`src/fie_pkg.sv`:
```
// constants, types and helpers shared by the file-register execution block
package fie_pkg;
  localparam int unsigned DATA_W    = 8;
  localparam int unsigned INSTR_W   = 14;
  localparam int unsigned PC_W      = 15;
  localparam int unsigned FADDR_W   = 7;
  localparam int unsigned PAGE_W    = 7;
  localparam int unsigned LIT_W     = 11;
  // instruction field positions
  localparam int unsigned OPC_MSB   = 13;
  localparam int unsigned OPC_LSB   = 8;
  localparam int unsigned BR_LSB    = 11;
  localparam int unsigned D_BIT     = 7;
  localparam int unsigned F_MSB     = 6;
  localparam int unsigned F_LSB     = 0;
  localparam int unsigned LIT_MSB   = 10;
  localparam int unsigned PL_MSB    = 6;
  localparam int unsigned PL_LSB    = 3;
  // opcodes
  localparam logic [5:0] OP_COMPLEMENT = 6'h09;
  localparam logic [5:0] OP_DECREMENT  = 6'h03;
  localparam logic [5:0] OP_DEC_SKIP   = 6'h0b;
  localparam logic [5:0] OP_INCREMENT  = 6'h0a;
  localparam logic [5:0] OP_INC_SKIP   = 6'h0f;
  localparam logic [2:0] OP_BRANCH     = 3'h5;
  // reset values and arithmetic step
  localparam logic [PC_W-1:0]   PC_RST   = 15'h0000;
  localparam logic [DATA_W-1:0] W_RST    = 8'h00;
  localparam logic [DATA_W-1:0] ONE      = 8'h01;
  localparam logic [PC_W-1:0]   PC_STEP  = 15'h0001;

  typedef enum logic {ST_EXEC, ST_NOP} fie_phase_t;

  typedef struct packed {
    fie_phase_t              phase;
    logic                    skip_pend;
    logic [DATA_W-1:0]       w;
    logic                    z;
    logic [PC_W-1:0]         pc;
    logic [FADDR_W-1:0]      faddr;
    logic [DATA_W-1:0]       fwdata;
    logic                    fwe;
    logic                    rdy;
    logic                    disc;
  } fie_state_t;

  function automatic logic is_zero(input logic [DATA_W-1:0] v);
    return v == '0;
  endfunction
endpackage

```
`src/fie_alu_if.sv`:
```
// carrier between the sequencer and the operation decoder
`timescale 1ns/100ps
interface fie_alu_if;
  import fie_pkg::*;
  logic [INSTR_W-1:0] instr;
  logic [DATA_W-1:0]  fdata;
  logic [DATA_W-1:0]  result;
  logic               known;
  logic               to_file;
  logic               upd_z;
  logic               skip_zero;
  logic               branch;
  modport alu (input instr, input fdata, output result, output known, output to_file,
               output upd_z, output skip_zero, output branch);
  modport ctl (output instr, output fdata, input result, input known, input to_file,
               input upd_z, input skip_zero, input branch);
endinterface

```
`src/fie_alu.sv`:
```
// operation decoder and result arithmetic for the file-register group
`timescale 1ns/100ps
module fie_alu (
  fie_alu_if.alu bus
);
  import fie_pkg::*;
  logic [5:0] opc;

  always_comb begin
    opc           = bus.instr[OPC_MSB:OPC_LSB];
    bus.result    = bus.fdata;
    bus.known     = 1'b1;
    bus.upd_z     = 1'b0;
    bus.skip_zero = 1'b0;
    bus.branch    = 1'b0;
    bus.to_file   = bus.instr[D_BIT];                        // [RL2]
    case (opc)
      OP_COMPLEMENT: begin
        bus.result = ~bus.fdata;                            // [RL1]
        bus.upd_z  = 1'b1;
      end
      OP_DECREMENT: begin
        bus.result = bus.fdata - ONE;                       // [RL3] [RL9]
        bus.upd_z  = 1'b1;
      end
      OP_DEC_SKIP: begin
        bus.result    = bus.fdata - ONE;                    // [RL4] [RL9]
        bus.skip_zero = is_zero(bus.result);
      end
      OP_INCREMENT: begin
        bus.result = bus.fdata + ONE;                       // [RL5] [RL9]
        bus.upd_z  = 1'b1;
      end
      OP_INC_SKIP: begin
        // flags deliberately untouched
        bus.result    = bus.fdata + ONE;                    // [RL6] [RL9]
        bus.skip_zero = is_zero(bus.result);
      end
      default: begin
        bus.known  = bus.instr[OPC_MSB:BR_LSB] == OP_BRANCH;
        bus.branch = bus.known;                             // [RL7]
      end
    endcase
  end
endmodule // fie_alu

```
`src/fie_exec.sv`:
```
// execution sequencer for complement, inc/dec, skip-on-zero and literal branch
// Summary of operation
// [RL1] complement writes inverted file value, updates zero
// [RL2] destination bit 0 to work, 1 to file
// [RL3] decrement writes value minus one, updates zero
// [RL4] decrement-skip: zero result discards next, two cycles
// [RL5] increment writes value plus one, updates zero
// [RL6] increment-skip: flags kept, zero result skips next
// [RL7] branch: literal to pc low, latch bits high
// [RL8] branch takes two cycles, flags unchanged
// [RL9] increment and decrement wrap modulo 256
`timescale 1ns/100ps
module fie_exec (
  input  wire logic                       ref_clk,
  input  wire logic                       arst_n,
  input  wire logic                       instr_valid,
  input  wire logic [fie_pkg::INSTR_W-1:0] instr_word,
  input  wire logic [fie_pkg::DATA_W-1:0]  file_rdata,
  input  wire logic [fie_pkg::PAGE_W-1:0]  page_latch,
  output logic                            ready,
  output logic [fie_pkg::FADDR_W-1:0]      file_addr,
  output logic [fie_pkg::DATA_W-1:0]       file_wdata,
  output logic                            file_we,
  output logic [fie_pkg::DATA_W-1:0]       work_reg,
  output logic                            zero_flag,
  output logic [fie_pkg::PC_W-1:0]         prog_counter,
  output logic                            discard_next
);
  import fie_pkg::*;

  fie_alu_if  alu_bus ();
  fie_state_t st_reg;
  fie_state_t st_next;
  logic [1:0] rst_sync_reg;
  logic       rst_n;
  logic       accept;
  logic [PC_W-1:0] branch_target;

  fie_alu u_alu (
    .bus (alu_bus.alu)
  );

  assign alu_bus.instr = instr_word;
  assign alu_bus.fdata = file_rdata;

  // reset released through two flops so every state flop leaves reset on one edge
  always_ff @(posedge ref_clk or negedge arst_n) begin
    if (!arst_n) begin
      rst_sync_reg <= 2'b00;
    end else begin
      rst_sync_reg <= {rst_sync_reg[0], 1'b1};
    end
  end
  assign rst_n = rst_sync_reg[1];

  assign accept        = instr_valid && st_reg.rdy;
  assign branch_target = {page_latch[PL_MSB:PL_LSB], instr_word[LIT_MSB:0]};

  always_comb begin
    st_next      = st_reg;
    st_next.fwe  = 1'b0;
    st_next.disc = 1'b0;
    case (st_reg.phase)
      ST_EXEC: begin
        if (instr_valid) begin
          st_next.pc    = st_reg.pc + PC_STEP;
          st_next.faddr = instr_word[F_MSB:F_LSB];
          if (alu_bus.branch) begin
            st_next.pc        = branch_target;             // [RL7]
            st_next.phase     = ST_NOP;                    // [RL8]
            st_next.skip_pend = 1'b0;
            st_next.disc      = 1'b1;
          end else if (alu_bus.known) begin
            if (alu_bus.to_file) begin                     // [RL2]
              st_next.fwe    = 1'b1;
              st_next.fwdata = alu_bus.result;
            end else begin
              st_next.w = alu_bus.result;
            end
            if (alu_bus.upd_z) begin
              st_next.z = is_zero(alu_bus.result);         // [RL1] [RL3] [RL5]
            end
            if (alu_bus.skip_zero) begin
              st_next.phase     = ST_NOP;                  // [RL4] [RL6]
              st_next.skip_pend = 1'b1;
              st_next.disc      = 1'b1;
            end
          end
        end
      end
      ST_NOP: begin
        // the discarded word still occupies its address when skipping
        if (st_reg.skip_pend) begin
          st_next.pc = st_reg.pc + PC_STEP;
        end
        st_next.skip_pend = 1'b0;
        st_next.phase     = ST_EXEC;
      end
      default: begin
        st_next.phase = ST_EXEC;
      end
    endcase
    st_next.rdy = st_next.phase == ST_EXEC;
  end

  always_ff @(posedge ref_clk or negedge arst_n) begin
    if (!arst_n) begin
      st_reg <= '{phase: ST_EXEC, skip_pend: 1'b0, w: W_RST, z: 1'b0, pc: PC_RST,
                  faddr: '0, fwdata: '0, fwe: 1'b0, rdy: 1'b1, disc: 1'b0};
    end else if (!rst_n) begin
      st_reg <= '{phase: ST_EXEC, skip_pend: 1'b0, w: W_RST, z: 1'b0, pc: PC_RST,
                  faddr: '0, fwdata: '0, fwe: 1'b0, rdy: 1'b1, disc: 1'b0};
    end else begin
      st_reg <= st_next;
    end
  end

  assign ready        = st_reg.rdy;
  assign file_addr    = st_reg.faddr;
  assign file_wdata   = st_reg.fwdata;
  assign file_we      = st_reg.fwe;
  assign work_reg     = st_reg.w;
  assign zero_flag    = st_reg.z;
  assign prog_counter = st_reg.pc;
  assign discard_next = st_reg.disc;

  // checks
  logic [DATA_W-1:0] dest_val;
  logic [5:0]        opc;
  assign dest_val = file_we ? file_wdata : work_reg;
  assign opc      = instr_word[OPC_MSB:OPC_LSB];
endmodule // fie_exec

```
`config.mk`:
```
export PLATFORM = sky130hd
export DESIGN_NAME = fie_exec
export DESIGN_NICKNAME = d
export VERILOG_FILES = /design/src/fie_pkg.sv /design/src/fie_alu_if.sv /design/src/fie_alu.sv /design/src/fie_exec.sv
export SDC_FILE = /design/constraint.sdc
export NUM_CORES = 1
export LEC_CHECK = 0
export BUFFER_PORTS_ARGS = -buffer_cell sky130_fd_sc_hd__buf_2
export CELL_PAD_IN_SITES_DETAIL_PLACEMENT = 0
export CELL_PAD_IN_SITES_GLOBAL_PLACEMENT = 2
export CORE_MARGIN = 5
export CORE_UTILIZATION = 29
export DETAILED_ROUTE_END_ITERATION = 16
export GPL_ROUTABILITY_DRIVEN = 0
export PLACE_DENSITY_LB_ADDON = 0.1
export SLEW_MARGIN = 20
export SYNTH_ARGS = -nofsm -noshare
export SYNTH_HDL_FRONTEND = slang
export SYNTH_HIERARCHICAL = 1
export SYNTH_SLANG_ARGS = --single-unit
```
`constraint.sdc`:
```
create_clock -name ref_clk -period 1.6 [get_ports ref_clk]
set_input_delay 0.08 -clock ref_clk [delete_from_list [all_inputs] [get_ports ref_clk]]
set_output_delay 0.08 -clock ref_clk [all_outputs]
set_load 0.02 [all_outputs]
```
==> flow_metrics.tcl <==
set metrics [dict create \
    cp_data_arrival_time_ns 1.96 \
    final_antenna_net_count 0 \
    htreeDepth 2 \
    setup_viol 3 \
    min_period_ns 1.72 \
    n_antenna_cell 0 \
    ys_ff_latch 45 \
    max_stage_delay_ns 0.41 \
    tns_ns -0.241 \
    synth_flop_cell "dfrtp_1" \
    ir_worst_vdd_v 0.000383 \
    ios 74 \
    setup_ws_ns -0.123 \
    num_vias 3312 \
    dp.cells 636 \
    clk_path_buf_depth 2 \
    synth_warnings 6 \
    fin_skew_ns 0.00357 \
    synthCells 384 \
    maxSlewViolCount 0 \
    grt_max_degree 18 \
    final_cell_mix "buf_4, buf_2, dfrtp_1" \
    postPlaceCellArea_um2 4300 \
    finalNonFillerCells 656 \
    mostFrequentLayoutCell "buf_4" \
    maxCapViolCount 0 \
    power_density_nw_per_um2 658 \
    hp-class "in2reg" \
    largest_register_ff_count 15 \
    grt-ovfl-total 0 \
    die_y_um 117 \
    totalWireLength_mm 10.8 \
    crit_fanout 8 \
    cp.required_ns 1.83 \
    holdWs_ns 0.0548 \
    start_util_pct 29.3 \
    status "finished with violations" \
    critPathKind "in2reg" \
    dp_hpwl_mm 8.33 \
    worstSetupEndpointType "register" \
    vias_per_cell 5.05 \
    avgSynthCellArea_um2 8.60 \
    crit_chain "buf_6 > or3b_4 > buf_6 > nor2_4 > a211oi_2 > a211o_1 > nor4_2 > nand3_1 > nor2_1 > a21o_1" \
    dr.pass1.iters 4 \
    post_drt_wl_per_cell_um 16.5 \
    drive_gt1_share_pct 48.3 \
    ys_types 70 \
    syn_area_um2 3300 \
    timing_hold_violations_final 0 \
    synth_edf_count 0 \
    die_w_um 117 \
    grt_pass1_vias 3323 \
    leakage_nw 2.25 \
    core-area_um2 11300 \
    max_freq_mhz 580 \
    clock_sinks 45 \
    drc 0 \
    design.die.area_um2 13600 \
    fin_crit_sh_pct 108 \
    portBuffers 70 \
    clock-root-buffer "clkbuf_16" \
    grt_setup_unrepaired "true" \
    synth_nets 421 \
    cts_tree "yes" \
    crit_top_cell "buf_6" \
    antenna_found_initial 0 \
    track_usage_pct 15.7 \
    stdcell_area_um2 4790 \
    rows 39 \
    async_reset_ff_share_pct 100 \
    areaGrowthSynthToFinish_pct 45.1 \
    clk_latency_ns 0.29 \
    nNetsFinal 549 \
    cp-start-kind "primary input" \
    slowest_stage "or3b_4" \
    violations "negative setup slack" \
    ys_seq_area_share_pct 34.1 \
    numCtsBuffers 5 \
    drtIter0Drc 104 \
    clk_pin_slew_ns 0.07 \
    grt_pass1_wl_mm 16.8 \
]
## area by class of cell
class | count | area, um2
clock buffer | 5 | 125
clock inverter | 3 | 46.3
fill | 1181 | 6480
inverter | 11 | 41.3
multi-input combinational | 267 | 2000
sequential | 45 | 1130
tap | 143 | 179
timing repair buffer | 182 | 1270
## synthesized netlist by cell type (4+ instances only)
library cell	number	share of area, %
a22o_1	10	2.7
o31ai_1	5	1.1
nor2_1	19	2.2
a211oi_1	4	0.91
a31oi_1	5	0.95
buf_4	39	8.9
nor3_1	10	1.5
a21oi_1	15	2.3
inv_1	9	1.0
and2_1	7	1.3
clkbuf_1	15	1.7
nand2b_1	4	0.76
mux2i_1	11	3.3
a2111oi_0	4	1.1
nand3_1	13	2.0
nor4_1	12	2.3
nand2_1	41	4.7
o22ai_1	5	0.95
a21o_1	4	0.91
ha_1	5	1.9
and3_1	5	0.95
o21ai_0	21	3.2
dfrtp_1	44	33
xnor2_1	9	2.4
buf_2	6	0.91
## cells by family (layout without fill, tap and decap cells)
group	Yosys count	after routing	synth area share, %
adders and majority gates	5	5	1.89
other	1	1	0.114
xor gates and xnor gates	12	12	3.18
DFF	45	45	34.1
and+or+nand+nor	139	139	23.3
AOI/OAI and AO/OA	99	99	21.0
buffers and inverters	72	201	13.1
muxes	11	11	3.33
## metrics by stage
step | worst slack [ns] | power, W | utilization (%)
after CTS | -0.134 | 0.00317 | 41.1
after global routing | -0.236 | 0.00330 | 42.5
final | -0.123 | 0.00315 | 42.5
after global placement | -0.380 | 0.00191 | 38.1
after detailed placement | -0.639 | 0.00191 | 38.1
after floorplan | -0.230 | 0.00159 | -
## worst max-delay path, delay by kind of cell
family                 cells  cell delay, ns
AO/OA/AOI/OAI              3            0.54
AND/OR/NAND/NOR            5            1.10
buffers and inverters      2            0.23
## final timing paths
kind,slack [ns],startpoint,end,cells after the start
setup / recovery,-0.12,instr_word[12],zero_flag$_DFFE_PN0P_,10
hold / removal,0.05,instr_word[4],file_addr[4]$_DFFE_PN0P_,3
setup reg to reg,-0.03,prog_counter[1]$_DFFE_PN0P_,prog_counter[11]$_DFFE_PN0P_,4
hold reg to reg,0.35,rst_sync_reg[0]$_DFF_PN0_,rst_sync_reg[1]$_DFF_PN0_,0
max in group asynchronous,0.76,arst_n,ready$_DFF_PN1_,3
min in group asynchronous,0.23,arst_n,file_wdata[3]$_DFFE_PN0P_,2
## power breakdown
group / leakage [nW] / internal, W / total [W] / switching (W)
Clock: 0.0800 / 0.000740 / 0.00121 / 0.000467
Sequential: 0.603 / 0.00117 / 0.00121 / 0.0000340
Combinational: 1.56 / 0.000341 / 0.000736 / 0.000395
Total: 2.25 / 0.00226 / 0.00315 / 0.000896
## per-layer routing
metal / GRT usage (%) / vias up / part of all wire, %
met5: 0 / - / 0
met4: 3.98 / 0 / 1.5
met3: 2.02 / 16 / 3.3
met2: 28.5 / 66 / 52
met1: 19.6 / 1610 / 43
li1: - / 1620 / -
## timing repair
action                     CTS  global route
resized for setup           27            26
setup endpoints to repair   19            26
hold buffers                 1             0
setup buffers                5             6
pin swaps                   16            16
hold endpoints to repair    15             0
(Power assumes the default switching activity.)
